File: src/pkg/ucg_map.svh
`ifndef UCG_MAP_SVH
`define UCG_MAP_SVH

// baud divisor
`define UCG_DIV_W 12
`define UCG_DIV_LO_W 8
`define UCG_DIV_HI_W 4
`define UCG_DIV_RST 12'h000
`define UCG_DIV_STEP 12'h001

// samples per bit
`define UCG_OVS_W 5
`define UCG_OVS_NORM 5'h10
`define UCG_OVS_DBL 5'h08
`define UCG_OVS_STEP 5'h01

// frame layout
`define UCG_DATA_W 9
`define UCG_FRAME_W 13
`define UCG_LEN_W 4
`define UCG_FRAME_OVH 4'h2
`define UCG_LEN_STEP 4'h1
`define UCG_FRAME_IDLE 13'h1FFF

// receive buffer depth
`define UCG_RX_DEPTH 2

`endif

File: src/pkg/ucg_pkg.sv
`default_nettype none

`include "ucg_map.svh"

package ucg_pkg;

	typedef enum logic [3:0] {
		UCG_ASYNC_NORM = 4'h1,
		UCG_ASYNC_DBL = 4'h2,
		UCG_SYNC_MASTER = 4'h4,
		UCG_SYNC_SLAVE = 4'h8
	} ucg_clk_mode_t;

	typedef enum logic [1:0] {
		UCG_TX_IDLE = 2'h1,
		UCG_TX_SHIFT = 2'h2
	} ucg_tx_state_t;

	typedef enum logic [4:0] {
		UCG_RX_IDLE = 5'h01,
		UCG_RX_START = 5'h02,
		UCG_RX_DATA = 5'h04,
		UCG_RX_PAR = 5'h08,
		UCG_RX_STOP = 5'h10
	} ucg_rx_state_t;

	typedef struct packed {
		logic [`UCG_LEN_W-1:0] char_size;
		logic parity_en;
		logic parity_odd;
		logic two_stop;
	} ucg_frame_cfg_t;

	typedef struct packed {
		logic [`UCG_DATA_W-1:0] data;
		logic frame_err;
		logic parity_err;
		logic overrun;
	} ucg_rx_word_t;

endpackage

`default_nettype wire

File: src/verilog/ucg_fifo.sv
`default_nettype none

module ucg_fifo #(
	parameter int WIDTH = 8,
	parameter int DEPTH = 2
) (
	// clock and reset
	input wire logic clk,
	input wire logic rst,
	// fill side
	input wire logic in_valid,
	output logic in_ready,
	input wire logic [WIDTH-1:0] in_data,
	// drain side
	output logic out_valid,
	input wire logic out_ready,
	output logic [WIDTH-1:0] out_data
);

	localparam int PW = (DEPTH > 1) ? $clog2(DEPTH) : 1;
	localparam int CW = $clog2(DEPTH + 1);
	localparam logic [PW-1:0] LAST = PW'(DEPTH - 1);
	localparam logic [CW-1:0] FULL = CW'(DEPTH);

	logic [WIDTH-1:0] mem_q [DEPTH];
	logic [PW-1:0] wr_q;
	logic [PW-1:0] rd_q;
	logic [CW-1:0] cnt_q;
	logic push;
	logic pop;

	assign in_ready = (cnt_q != FULL);
	assign out_valid = (cnt_q != '0);
	assign out_data = mem_q[rd_q];
	assign push = in_valid & in_ready;
	assign pop = out_valid & out_ready;

	////////////////////////////////////////////////////////////////////////
	// storage
	always_ff @(posedge clk)
	begin
		if (push)
		begin
			mem_q[wr_q] <= in_data;
		end
	end

	////////////////////////////////////////////////////////////////////////
	// pointers and fill level
	always_ff @(posedge clk)
	begin
		if (rst)
		begin
			wr_q <= '0;
			rd_q <= '0;
			cnt_q <= '0;
		end
		else
		begin
			if (push)
			begin
				wr_q <= (wr_q == LAST) ? '0 : PW'(wr_q + 1'b1);
			end
			if (pop)
			begin
				rd_q <= (rd_q == LAST) ? '0 : PW'(rd_q + 1'b1);
			end
			if (push & ~pop)
			begin
				cnt_q <= CW'(cnt_q + 1'b1);
			end
			else if (pop & ~push)
			begin
				cnt_q <= CW'(cnt_q - 1'b1);
			end
		end
	end

endmodule // ucg_fifo

`default_nettype wire

File: src/verilog/ucg_usart.sv
`default_nettype none

`include "ucg_map.svh"

module ucg_usart (
	// clock and reset
	input wire logic clk,
	input wire logic rst,
	// configuration
	input wire logic serial_power_gate,
	input wire logic tx_enable,
	input wire logic rx_enable,
	input wire logic sync_mode_select,
	input wire logic double_speed_select,
	input wire logic xfer_clock_direction,
	input wire logic sync_clock_polarity,
	input wire ucg_pkg::ucg_frame_cfg_t frame_cfg,
	// baud divisor
	input wire logic [`UCG_DIV_LO_W-1:0] baud_divisor_low,
	input wire logic [`UCG_DIV_HI_W-1:0] baud_divisor_high,
	input wire logic baud_divisor_low_wr,
	// transmit data
	input wire logic tx_valid,
	output logic tx_ready,
	input wire logic [`UCG_DATA_W-1:0] tx_data,
	// receive data
	output logic rx_valid,
	input wire logic rx_ready,
	output ucg_pkg::ucg_rx_word_t rx_word,
	// events and status
	output logic tx_complete,
	output logic tx_buf_empty,
	output logic rx_complete,
	output ucg_pkg::ucg_clk_mode_t clk_mode,
	// pins
	input wire logic serial_in_pin,
	output logic serial_out_pin,
	input wire logic xfer_clock_pin_i,
	output logic xfer_clock_pin_o,
	output logic xfer_clock_pin_oe
);

	import ucg_pkg::*;

	function automatic logic [`UCG_FRAME_W-1:0] build_frame(
		input logic [`UCG_DATA_W-1:0] d,
		input ucg_frame_cfg_t c
	);
		logic [`UCG_FRAME_W-1:0] f;
		logic p;
		f = `UCG_FRAME_IDLE;
		f[0] = 1'b0;
		p = c.parity_odd;
		for (int i = 0; i < `UCG_DATA_W; i++)
		begin
			if (i < int'(c.char_size))
			begin
				f[i+1] = d[i];
				p = p ^ d[i];
			end
		end
		if (c.parity_en)
		begin
			f[c.char_size + `UCG_LEN_STEP] = p;
		end
		return f;
	endfunction

	logic en;
	ucg_clk_mode_t mode_d;
	ucg_clk_mode_t mode_q;
	logic is_sync;
	logic is_master;
	logic is_slave;
	logic [`UCG_DIV_W-1:0] div_val;
	logic [`UCG_DIV_W-1:0] div_cnt_q;
	logic baud_tick;
	logic [`UCG_OVS_W-1:0] ovs_last;
	logic [`UCG_OVS_W-1:0] ovs_mid;
	logic [`UCG_OVS_W-1:0] tx_pre_q;
	logic xck_q;
	logic xck_run;
	logic xck_end;
	logic xs1_q;
	logic xs2_q;
	logic xs3_q;
	logic rise;
	logic fall;
	logic change_edge;
	logic sample_edge;
	logic tx_bit_en;
	logic [`UCG_DATA_W-1:0] hold_q;
	logic hold_valid_q;
	ucg_tx_state_t tx_state_q;
	logic [`UCG_FRAME_W-1:0] tx_sh_q;
	logic [`UCG_LEN_W-1:0] tx_left_q;
	logic tx_complete_q;
	logic rs1_q;
	logic rs2_q;
	ucg_rx_state_t rx_state_q;
	logic [`UCG_OVS_W-1:0] rx_cnt_q;
	logic [2:0] vote_q;
	logic rx_done;
	logic rx_val;
	logic [`UCG_DATA_W-1:0] rx_sh_q;
	logic [`UCG_LEN_W-1:0] rx_bits_q;
	logic rx_par_q;
	logic par_err_q;
	logic ovr_pend_q;
	logic push_valid;
	logic push_ready;
	ucg_rx_word_t push_word;

	assign en = ~serial_power_gate;

	////////////////////////////////////////////////////////////////////////
	// clock mode decode
	always_comb
	begin
		if (~sync_mode_select)
		begin
			mode_d = double_speed_select ? UCG_ASYNC_DBL : UCG_ASYNC_NORM;
		end
		else
		begin
			// double speed ignored here
			mode_d = xfer_clock_direction ? UCG_SYNC_MASTER
				: UCG_SYNC_SLAVE;
		end
	end

	assign is_sync = sync_mode_select;
	assign is_master = (mode_d == UCG_SYNC_MASTER);
	assign is_slave = (mode_d == UCG_SYNC_SLAVE);
	assign clk_mode = mode_q;

	always_ff @(posedge clk)
	begin
		mode_q <= rst ? UCG_ASYNC_NORM : mode_d;
	end

	////////////////////////////////////////////////////////////////////////
	// baud rate generator
	assign div_val = {baud_divisor_high, baud_divisor_low};
	assign baud_tick = en & (div_cnt_q == `UCG_DIV_RST);

	always_ff @(posedge clk)
	begin
		if (rst | ~en)
		begin
			div_cnt_q <= `UCG_DIV_RST;
		end
		else if (baud_divisor_low_wr | (div_cnt_q == `UCG_DIV_RST))
		begin
			div_cnt_q <= div_val;
		end
		else
		begin
			div_cnt_q <= div_cnt_q - `UCG_DIV_STEP;
		end
	end

	// samples per bit: 16 normal, 8 double speed
	assign ovs_last = (mode_d == UCG_ASYNC_DBL) ? `UCG_OVS_DBL - `UCG_OVS_STEP
		: `UCG_OVS_NORM - `UCG_OVS_STEP;
	assign ovs_mid = `UCG_OVS_W'(ovs_last >> 1);

	always_ff @(posedge clk)
	begin
		if (rst | ~en | is_sync | (tx_state_q == UCG_TX_IDLE & ~hold_valid_q))
		begin
			tx_pre_q <= '0;
		end
		else if (baud_tick)
		begin
			tx_pre_q <= (tx_pre_q == ovs_last) ? '0
				: tx_pre_q + `UCG_OVS_STEP;
		end
	end

	////////////////////////////////////////////////////////////////////////
	// transfer clock: master output, slave synchroniser
	assign xck_run = tx_enable & ((tx_state_q == UCG_TX_SHIFT) | hold_valid_q);
	// frame-ending change edge keeps the pin at its idle level
	assign xck_end = (tx_state_q == UCG_TX_SHIFT) & ~hold_valid_q
		& (tx_left_q == `UCG_LEN_STEP) & (xck_q == sync_clock_polarity);

	always_ff @(posedge clk)
	begin
		if (rst)
		begin
			xck_q <= 1'b0;
		end
		else if (~en | ~is_master | ~xck_run)
		begin
			xck_q <= sync_clock_polarity;
		end
		else if (baud_tick & ~xck_end)
		begin
			xck_q <= ~xck_q;
		end
	end

	assign xfer_clock_pin_o = xck_q;
	assign xfer_clock_pin_oe = en & is_master;

	always_ff @(posedge clk)
	begin
		if (rst)
		begin
			xs1_q <= sync_clock_polarity;
			xs2_q <= sync_clock_polarity;
			xs3_q <= sync_clock_polarity;
		end
		else
		begin
			xs1_q <= xfer_clock_pin_i;
			xs2_q <= xs1_q;
			xs3_q <= xs2_q;
		end
	end

	// slave edges come from the detector only
	always_comb
	begin
		rise = 1'b0;
		fall = 1'b0;
		if (en & is_master & xck_run & baud_tick)
		begin
			rise = ~xck_q;
			fall = xck_q;
		end
		else if (en & is_slave)
		begin
			rise = xs2_q & ~xs3_q;
			fall = ~xs2_q & xs3_q;
		end
	end

	assign change_edge = sync_clock_polarity ? fall : rise;
	assign sample_edge = sync_clock_polarity ? rise : fall;

	assign tx_bit_en = is_sync ? change_edge
		: (baud_tick & (tx_pre_q == ovs_last));

	////////////////////////////////////////////////////////////////////////
	// transmit write buffer
	assign tx_ready = en & tx_enable & ~hold_valid_q;
	assign tx_buf_empty = en & ~hold_valid_q;
	assign tx_complete = tx_complete_q;
	assign serial_out_pin = tx_sh_q[0];

	always_ff @(posedge clk)
	begin
		if (rst | ~en | ~tx_enable)
		begin
			hold_valid_q <= 1'b0;
			hold_q <= '0;
		end
		else if (tx_valid & tx_ready)
		begin
			hold_valid_q <= 1'b1;
			hold_q <= tx_data;
		end
		else if (tx_bit_en & ((tx_state_q == UCG_TX_IDLE)
			| (tx_left_q == `UCG_LEN_STEP)))
		begin
			hold_valid_q <= 1'b0;
		end
	end

	////////////////////////////////////////////////////////////////////////
	// transmit shifter
	always_ff @(posedge clk)
	begin
		if (rst | ~en | ~tx_enable)
		begin
			tx_state_q <= UCG_TX_IDLE;
			tx_sh_q <= `UCG_FRAME_IDLE;
			tx_left_q <= '0;
			tx_complete_q <= 1'b0;
		end
		else
		begin
			tx_complete_q <= 1'b0;
			if (tx_bit_en)
			begin
				case (tx_state_q)
					UCG_TX_IDLE:
					begin
						if (hold_valid_q)
						begin
							tx_state_q <= UCG_TX_SHIFT;
							tx_sh_q <= build_frame(hold_q, frame_cfg);
							tx_left_q <= frame_cfg.char_size + `UCG_FRAME_OVH
								+ `UCG_LEN_W'(frame_cfg.parity_en)
								+ `UCG_LEN_W'(frame_cfg.two_stop);
						end
					end
					UCG_TX_SHIFT:
					begin
						if (tx_left_q != `UCG_LEN_STEP)
						begin
							tx_sh_q <= {1'b1, tx_sh_q[`UCG_FRAME_W-1:1]};
							tx_left_q <= tx_left_q - `UCG_LEN_STEP;
						end
						else if (hold_valid_q)
						begin
							tx_sh_q <= build_frame(hold_q, frame_cfg);
							tx_left_q <= frame_cfg.char_size + `UCG_FRAME_OVH
								+ `UCG_LEN_W'(frame_cfg.parity_en)
								+ `UCG_LEN_W'(frame_cfg.two_stop);
						end
						else
						begin
							tx_state_q <= UCG_TX_IDLE;
							tx_sh_q <= `UCG_FRAME_IDLE;
							tx_complete_q <= 1'b1;
						end
					end
					default:
					begin
						tx_state_q <= UCG_TX_IDLE;
					end
				endcase
			end
		end
	end

	////////////////////////////////////////////////////////////////////////
	// receive input synchroniser and bit recovery
	always_ff @(posedge clk)
	begin
		if (rst)
		begin
			rs1_q <= 1'b1;
			rs2_q <= 1'b1;
		end
		else
		begin
			rs1_q <= serial_in_pin;
			rs2_q <= rs1_q;
		end
	end

	always_ff @(posedge clk)
	begin
		if (rst | ~en | is_sync | (rx_state_q == UCG_RX_IDLE))
		begin
			rx_cnt_q <= `UCG_OVS_STEP;
			vote_q <= '0;
		end
		else if (baud_tick)
		begin
			rx_cnt_q <= (rx_cnt_q == ovs_last) ? '0
				: rx_cnt_q + `UCG_OVS_STEP;
			if ((rx_cnt_q == ovs_mid - `UCG_OVS_STEP) | (rx_cnt_q == ovs_mid)
				| (rx_cnt_q == ovs_mid + `UCG_OVS_STEP))
			begin
				vote_q <= {vote_q[1:0], rs2_q};
			end
		end
	end

	// async: majority of three mid samples; sync: one sample per edge
	assign rx_done = is_sync ? sample_edge
		: (baud_tick & (rx_cnt_q == ovs_last));
	assign rx_val = is_sync ? rs2_q : ((vote_q[0] & vote_q[1])
		| (vote_q[1] & vote_q[2]) | (vote_q[0] & vote_q[2]));

	////////////////////////////////////////////////////////////////////////
	// receive frame machine
	always_ff @(posedge clk)
	begin
		if (rst | ~en | ~rx_enable)
		begin
			rx_state_q <= UCG_RX_IDLE;
			rx_sh_q <= '0;
			rx_bits_q <= '0;
			rx_par_q <= 1'b0;
			par_err_q <= 1'b0;
		end
		else
		begin
			case (rx_state_q)
				UCG_RX_IDLE:
				begin
					rx_bits_q <= '0;
					rx_par_q <= frame_cfg.parity_odd;
					par_err_q <= 1'b0;
					if (is_sync & sample_edge & ~rs2_q)
					begin
						rx_state_q <= UCG_RX_DATA;
					end
					else if (~is_sync & baud_tick & ~rs2_q)
					begin
						rx_state_q <= UCG_RX_START;
					end
				end
				UCG_RX_START:
				begin
					if (rx_done)
					begin
						rx_state_q <= rx_val ? UCG_RX_IDLE : UCG_RX_DATA;
					end
				end
				UCG_RX_DATA:
				begin
					if (rx_done)
					begin
						rx_sh_q <= {rx_val, rx_sh_q[`UCG_DATA_W-1:1]};
						rx_par_q <= rx_par_q ^ rx_val;
						rx_bits_q <= rx_bits_q + `UCG_LEN_STEP;
						if (rx_bits_q + `UCG_LEN_STEP == frame_cfg.char_size)
						begin
							rx_state_q <= frame_cfg.parity_en ? UCG_RX_PAR
								: UCG_RX_STOP;
						end
					end
				end
				UCG_RX_PAR:
				begin
					if (rx_done)
					begin
						par_err_q <= rx_par_q ^ rx_val;
						rx_state_q <= UCG_RX_STOP;
					end
				end
				UCG_RX_STOP:
				begin
					if (rx_done)
					begin
						rx_state_q <= UCG_RX_IDLE;
					end
				end
				default:
				begin
					rx_state_q <= UCG_RX_IDLE;
				end
			endcase
		end
	end

	////////////////////////////////////////////////////////////////////////
	// receive word assembly and overrun
	assign push_valid = (rx_state_q == UCG_RX_STOP) & rx_done;
	assign push_word.data = rx_sh_q >> (`UCG_DATA_W - frame_cfg.char_size);
	assign push_word.frame_err = ~rx_val;
	assign push_word.parity_err = par_err_q;
	assign push_word.overrun = ovr_pend_q;

	always_ff @(posedge clk)
	begin
		if (rst | ~en | ~rx_enable)
		begin
			ovr_pend_q <= 1'b0;
		end
		else if (push_valid & ~push_ready)
		begin
			ovr_pend_q <= 1'b1;
		end
		else if (push_valid)
		begin
			ovr_pend_q <= 1'b0;
		end
	end

	ucg_fifo #(
		.WIDTH($bits(ucg_rx_word_t)),
		.DEPTH(`UCG_RX_DEPTH)
	) u_rx_buf (
		.clk(clk),
		.rst(rst | ~en | ~rx_enable),
		.in_valid(push_valid),
		.in_ready(push_ready),
		.in_data(push_word),
		.out_valid(rx_valid),
		.out_ready(rx_ready),
		.out_data(rx_word)
	);

	assign rx_complete = rx_valid;

endmodule // ucg_usart

`default_nettype wire
File: config.mk
export PLATFORM = sky130hd
export DESIGN_NAME = ucg_usart
export DESIGN_NICKNAME = d
export VERILOG_FILES = /design/src/pkg/ucg_pkg.sv /design/src/verilog/ucg_fifo.sv /design/src/verilog/ucg_usart.sv
export VERILOG_INCLUDE_DIRS = /design/src /design/src/pkg
export SDC_FILE = /design/constraint.sdc
export NUM_CORES = 1
export LEC_CHECK = 0
export BUFFER_PORTS_ARGS = -buffer_cell sky130_fd_sc_hd__clkbuf_2
export CORE_ASPECT_RATIO = 1.1
export CORE_MARGIN = 1.5
export CORE_UTILIZATION = 40
export DETAILED_ROUTE_END_ITERATION = 7
export PLACE_DENSITY_LB_ADDON = 0.15
export SYNTH_ARGS = -nofsm -noshare
export SYNTH_HDL_FRONTEND = slang
export SYNTH_SLANG_ARGS = --single-unit
File: constraint.sdc
create_clock -name clk -period 5.2 [get_ports clk]
set_input_delay 1.04 -clock clk [delete_from_list [all_inputs] [get_ports clk]]
set_output_delay 1.04 -clock clk [all_outputs]
set_load 0.01 [all_outputs]
**After elaboration in Yosys (flattened, before gate mapping)**

Memories as Yosys holds them, arrays and structs flattened. A register that Yosys moved wholly into a read port is not among the register bits.
Cells that the tools add are included.

- Add/subtract/negate cells: 16
- Divide/modulo/power cells: 0
- Reductions and logical operators: 19
- $lt $le $gt $ge: 11
- Shifts and indexed selects: 1
- Mux-type cells: 244
- Bitwise logic cells: 84
- Multipliers: 0
- Equal/unequal tests: 29

Operators by type and width:

| cell | number |
|---|---|
| two-way mux 1 bit | 205 |
| two-way mux 13 bit | 5 |
| two-way mux 5 bit | 10 |
| AND 1 bit | 33 |
| >> shifter 9 x 32 -> 9 bit | 1 |
| bitwise mux 13 bit | 2 |
| one-hot mux 13 bit (2 select lines) | 1 |
| one-hot mux 5 bit (5 select lines) | 1 |
| two-way mux 4 bit | 6 |
| != test 2 bit (second input constant) | 9 |
| NOT 1 bit | 18 |
| XOR 1 bit | 18 |
| < comparator 3 x 4 -> 1 bit (first input constant) | 4 |
| one-hot mux 4 bit (2 select lines) | 2 |
| nonzero test 2 bit | 8 |
| == test 5 x 4 -> 1 bit | 3 |
| OR 1 bit | 15 |
| logical NOT 12 bit | 1 |
| two-way mux 12 bit | 1 |
| two-way mux 2 bit | 6 |
| subtractor 12 x 1 -> 12 bit (second input constant) | 1 |
| adder 5 x 1 -> 5 bit (second input constant) | 2 |
| AND reduction 2 bit | 5 |
| adder 4 x 1 -> 4 bit | 2 |
| 40 further kinds | 45 |

- Memories: 1
- Latch bits: 0
- Register bits: 90
- Word-level logic and storage cells: 431
- Bits in read-only memories: 0
- RAM bits: 24

Memories:

| memory | words | width | read ports | clocked after memory_dff | write ports | line | text |
|---|---|---|---|---|---|---|---|
| u_rx_buf.mem_q | 2 | 12 | 1 | 1 | 1 | ucg_fifo.sv:25 | `logic [WIDTH-1:0] mem_q [DEPTH];` |

**Longest topological paths before layout**

- Depth in word-level cells: 72
- Depth in mapped cells: 13

**Modules after synthesis**

A second synthesis with hierarchy kept.

- Cell total of the unflattened synthesis: 730
- Area total of the unflattened synthesis: 6398.6 µm²

By module, submodules not included:

| module | cells each | instances | area each (µm²) |
|---|---|---|---|
| ucg_usart | 669 | 1 | 5315.1 |
| ucg_fifo | 61 | 1 | 1083.5 |

**Worst setup path after synthesis**

Ideal clock, no wire load.

- Path kind: in2reg
- Start point: in sync_clock_polarity
- End point: mem u_rx_buf.mem_q[0][0] (netlist name) (enable)
- Arrival time: 3383 ps
- Setup slack: 1437 ps
- Required time: 4820 ps
- Stages: 7
- Cell sequence: clkbuf_1 -> or3b_1 -> a2111oi_0 -> a31oi_1 -> and2_4 -> or4_4 -> nor2_1

- Word-level cells in the longest chain between the ends: 6

RTL lines:

| item | line | text |
|---|---|---|
| from (decl) | ucg_usart.sv:16 | `input wire logic sync_clock_polarity,` |
| two-way mux 1 bit | ucg_usart.sv:241 | `assign sample_edge = sync_clock_polarity ? rise : fall;` |
| two-way mux 1 bit | ucg_usart.sv:366 | `assign rx_done = is_sync ? sample_edge` |
| AND 1 bit | ucg_usart.sv:446 | `assign push_valid = (rx_state_q == UCG_RX_STOP) & rx_done;` |
| AND 1 bit | ucg_fifo.sv:35 | `assign push = in_valid & in_ready;` |
| two-way mux 1 bit | ucg_fifo.sv:42 | `if (push)` |
| two-way mux 1 bit (not written as such) | ucg_fifo.sv:44 | `mem_q[wr_q] <= in_data;` |
| to (decl) | ucg_fifo.sv:25 |  |

Every way passes these cells.

**Worst setup path after layout**

- Start point: in sync_mode_select
- End point: mem u_rx_buf.mem_q[1][6] (netlist name) (enable)

- Word-level cells in the longest chain between the ends: 12

RTL lines:

| item | line | text |
|---|---|---|
| from (decl) | ucg_usart.sv:13 | `input wire logic sync_mode_select,` |
| two-way mux 4 bit | ucg_usart.sv:120 | `if (~sync_mode_select)` |
| == test 4 x 3 -> 1 bit | ucg_usart.sv:133 | `assign is_master = (mode_d == UCG_SYNC_MASTER);` |
| AND 1 bit (3 in series) | ucg_usart.sv:228 | `if (en & is_master & xck_run & baud_tick)` |
| two-way mux 1 bit | ucg_usart.sv:228 |  |
| two-way mux 1 bit | ucg_usart.sv:241 |  |
| two-way mux 1 bit * | ucg_usart.sv:366 |  |
| AND 1 bit * | ucg_usart.sv:446 |  |
| AND 1 bit * | ucg_fifo.sv:35 |  |
| net u_rx_buf.push | ucg_fifo.sv:29 | `logic push;` |
| two-way mux 1 bit * | ucg_fifo.sv:42 |  |
| two-way mux 1 bit (not written as such) * | ucg_fifo.sv:44 |  |

Mark *: on every way through the listed nets, which the timed path passes. The rest lies on a longest branch.

==> summary.md <==
| Metric | Value |
|---|---|
| Antenna violations before repair | 0 |
| Die width | roughly 120 um |
| Core Rows | 47 |
| Fmax | between 0.2 and 0.3 GHz |
| Avg WL per Cell | about 15 um |
| VDD IR max | approximately 0.20 mV |
| Setup TNS | 0 ns |
| Hold path depth | 1 |
| Initial Utilization | 41.35% |
| Reg2Reg Setup Slack | ~1.7 ns |
| Result of the run | completed |
| Nets | 832 |
| Post-synthesis sequential area ratio | 40.37% |
| Synth cell types | 68 |
| DR vias/cell | 5.495 |
| Hold Path Sink | rs2_q |
| Reg-to-reg critical path endpoint | u_rx_buf.mem_q[1][6] |
| Clk_lat worst skew | 0.41 ns |
| Die H | 134.6 um |
| Leakage | approximately 0.0027 uW |
| CP Data Required Time | 5.25 ns |
| RSZ-0062 raised after global routing | false |
| First-pass GRT wire length | approximately 26000 um |
| Normalized max-slew margin | 38.57% |
| CP Class | input pin to register |
| Top FF cell, synth | dfxtp_1 |
| Area Overhead vs Synth | 15.64% |
| Hold Buf Count CTS | 0 |
| Drt initial violations | 483 |
| Gate Count Post-Synth | 732 |
| P per Cell Area | 308.5 nW/um2 |
| Final WL | 14780 um |
| Setup Skew | 0.007495 ns |
| Share of layout cells above drive strength 1 | 17.18% |
| Syn_nets | 791 |
| DR pass1 iterations | 5 |
| Port Buffers | 65 |
| GPL Wtd Cong | 0.8789 |
| Crit path cell chain | clkbuf_2, nand2b_1, xor2_1, or4_1, and2_4, or4_4, inv_1, and2_1 |
| Fraction of registers with async set/reset | 0% |
| FF+latch count, synth | 115 |
| Clock tree buffer depth | 2 |
| Crit-path max cell delay | 0.59 ns |
| Final ANT Viol Nets | 0 |
| Root Driver | clkbuf_16 |
| Clk sinks | 115 |
| Largest net degree at the start of global routing | 33 |
| Worst Tran Pin Value | 0.9215 ns |
| Area of the core | between 15000 and 20000 um2 |
| Num ports | 66 |
| Setup crit end kind | register |
| Crit path max fanout | 12 |
| Crit path arrival time | roughly 3.6 ns |
| FF-to-FF path depth | 10 |
| Crit Reg-Reg Startpoint | div_cnt_q[0] |
| Endpoints failing hold | 0 |
| Total grt overflow | 0 |
| Final min period | 3.576 ns |
| Hold Crit Start | rs1_q |
| Synth warn | 0 |
| Crit-path slowest cell | or4_1 |
| Critical Path Source Type | input pin |
| # diodes | 0 |
| H-tree depth | 4 |
| DRC | 0 |
| Max Slew Vio Count | 0 |
| Via Count | 5396 |
| HP Class | register to register |
| Resized cells post-CTS | 0 |
| Final setup fails | 0 |
| Post-Syn Area per Cell | 8.603 um2 |
| Vias in the first global route | 5180 |
| Post-CTS setup buffers | 0 |
| Global-route usage over all layers | 19.43% |
| Final period utilization | 68.76% |
| Total power | 2246 uW |
| Post-synth EDFFs | 24 |
| Reg clk slew, reported paths | 0.06 ns |
| TritonCTS clock tree | built |
| DP HPWL | 10400 um |
| Die area | approximately 17000 um2 |
| Mapped Area | between 6000 and 7000 um2 |
| Num CTS Buffers | 17 |
| Max-cap violations | 0 |
-- critical path: cells and delay by family --
kind	cells	cell delay, ns
XOR/XNOR	1	0.20
buffers and inverters	2	0.27
AND/OR/NAND/NOR	5	2.10
-- metal layers --
metal  part of all wire (%)  global-route usage (%)  vias up  wire [um]
met5                      0                       0        -          0
met4                    1.4                   7.171        0        206
met3                    5.2                   4.856       24        767
met2                     48                   31.75      160       7065
met1                     46                   24.75     2499       6741
li1                       -                       -     2713          -
-- cells in the mapped netlist (6+ instances only) --
library cell	n	area share [%]
a21oi_1	63	5.0
nand2_1	62	3.7
ha_1	16	3.2
mux2i_1	22	3.5
edfxtp_1	24	11
nor3_1	24	1.9
buf_1	7	0.42
inv_1	26	1.5
nand3b_1	8	0.95
nand4_1	14	1.4
nand3_1	15	1.2
xnor2_1	17	2.4
xor2_1	22	3.1
nor2_1	101	6.0
o32ai_1	8	1.1
o21ai_0	24	1.9
o211ai_1	6	0.72
dfxtp_1	91	29
or3_1	8	0.79
or2_2	7	0.70
a211oi_1	20	2.4
mux2_2	17	3.0
nor2b_1	6	0.60
clkbuf_1	33	2.0
a31oi_1	9	0.89
-- kinds of logic after synthesis --
| family | Yosys count | share of synthesized area (%) |
|---|---|---|
| compound gates | 174 | 18.42 |
| buf+inv | 74 | 4.629 |
| flops | 115 | 40.37 |
| mux | 39 | 6.537 |
| xor+xnor | 40 | 5.782 |
| fa+ha+maj | 17 | 3.497 |
| simple gates | 273 | 20.76 |
-- metrics by stage --
| step | hold WS [ns] | cells | instance area, um2 | setup slack, ns | util [%] |
|---|---|---|---|---|---|
| after floorplan | 0.3895 | 732 | 6297 | 1.437 | - |
| after global placement | 0.3931 | 950 | 6708 | 1.245 | 44.04 |
| after detailed placement | 0.4035 | 950 | 6708 | 1.197 | 44.04 |
| after CTS | 0.4187 | 982 | 7282 | 1.633 | 47.81 |
| after global routing | 0.4385 | 982 | 7282 | 1.433 | 47.81 |
| final | 0.4152 | 982 | 7282 | 1.624 | 47.81 |
-- power breakdown --
group / internal (uW) / switching (uW) / total (uW)
sequential: 922 / 13.0 / 935
combinational: 77.0 / 128 / 205
clock: 694 / 412 / 1110
total: 1690 / 552 / 2250
-- worst max-delay path by stage --
stage	start	endpoint	slack (ns)	depth (start not counted)
after floorplan	sync_clock_polarity	u_rx_buf.mem_q[0][0]	1.44	7
after CTS	sync_mode_select	u_rx_buf.cnt_q[1]	1.63	10
after global routing	sync_mode_select	u_rx_buf.mem_q[1][11]	1.43	8
final	sync_mode_select	u_rx_buf.mem_q[1][6]	1.62	8
after global placement	sync_mode_select	u_rx_buf.cnt_q[1]	1.25	10
after detailed placement	sync_mode_select	u_rx_buf.mem_q[1][10]	1.20	8
-- final cells by class --
type                            count  area, um2
Fill cell                        1463       7949
Clock inverter                     12      106.4
Inverter                           27      101.3
Sequential cell                   115       2542
Multi-Input combinational cell    543       3463
Timing Repair Buffer               69      355.3
Clock buffer                       20      467.9
Tap cell                          196      245.2
-- placed cells by master, fill, tap and decap left out, drive strengths merged, types with 6 or more instances in the layout --
cell      n
nor2    101
clkinv    8
clkbuf   85
nand4    14
nor3     24
and2      6
edfxtp   24
inv      26
mux2i    22
ha       16
xnor2    17
or2       8
nor2b     6
or3       8
a31oi     9
nand3b    8
nand3    15
o21ai    24
a211oi   20
o32ai     8
nand2    62
a21oi    64
xor2     22
o211ai    6
dfxtp    91
mux2     17
-- state kept, by name, summed over array words and instances (netlist names), 3 cells and up, named ones only --
signal / cells
clk_mode: 4
tx_left_q: 4
hold_q: 9
rx_bits_q: 4
div_cnt_q: 12
tx_sh_q: 13
rx_cnt_q: 5
rx_sh_q: 9
rx_state_q: 5
u_rx_buf.mem_q: 24
tx_pre_q: 5
vote_q: 3
Power figures use the tool's default switching activity.
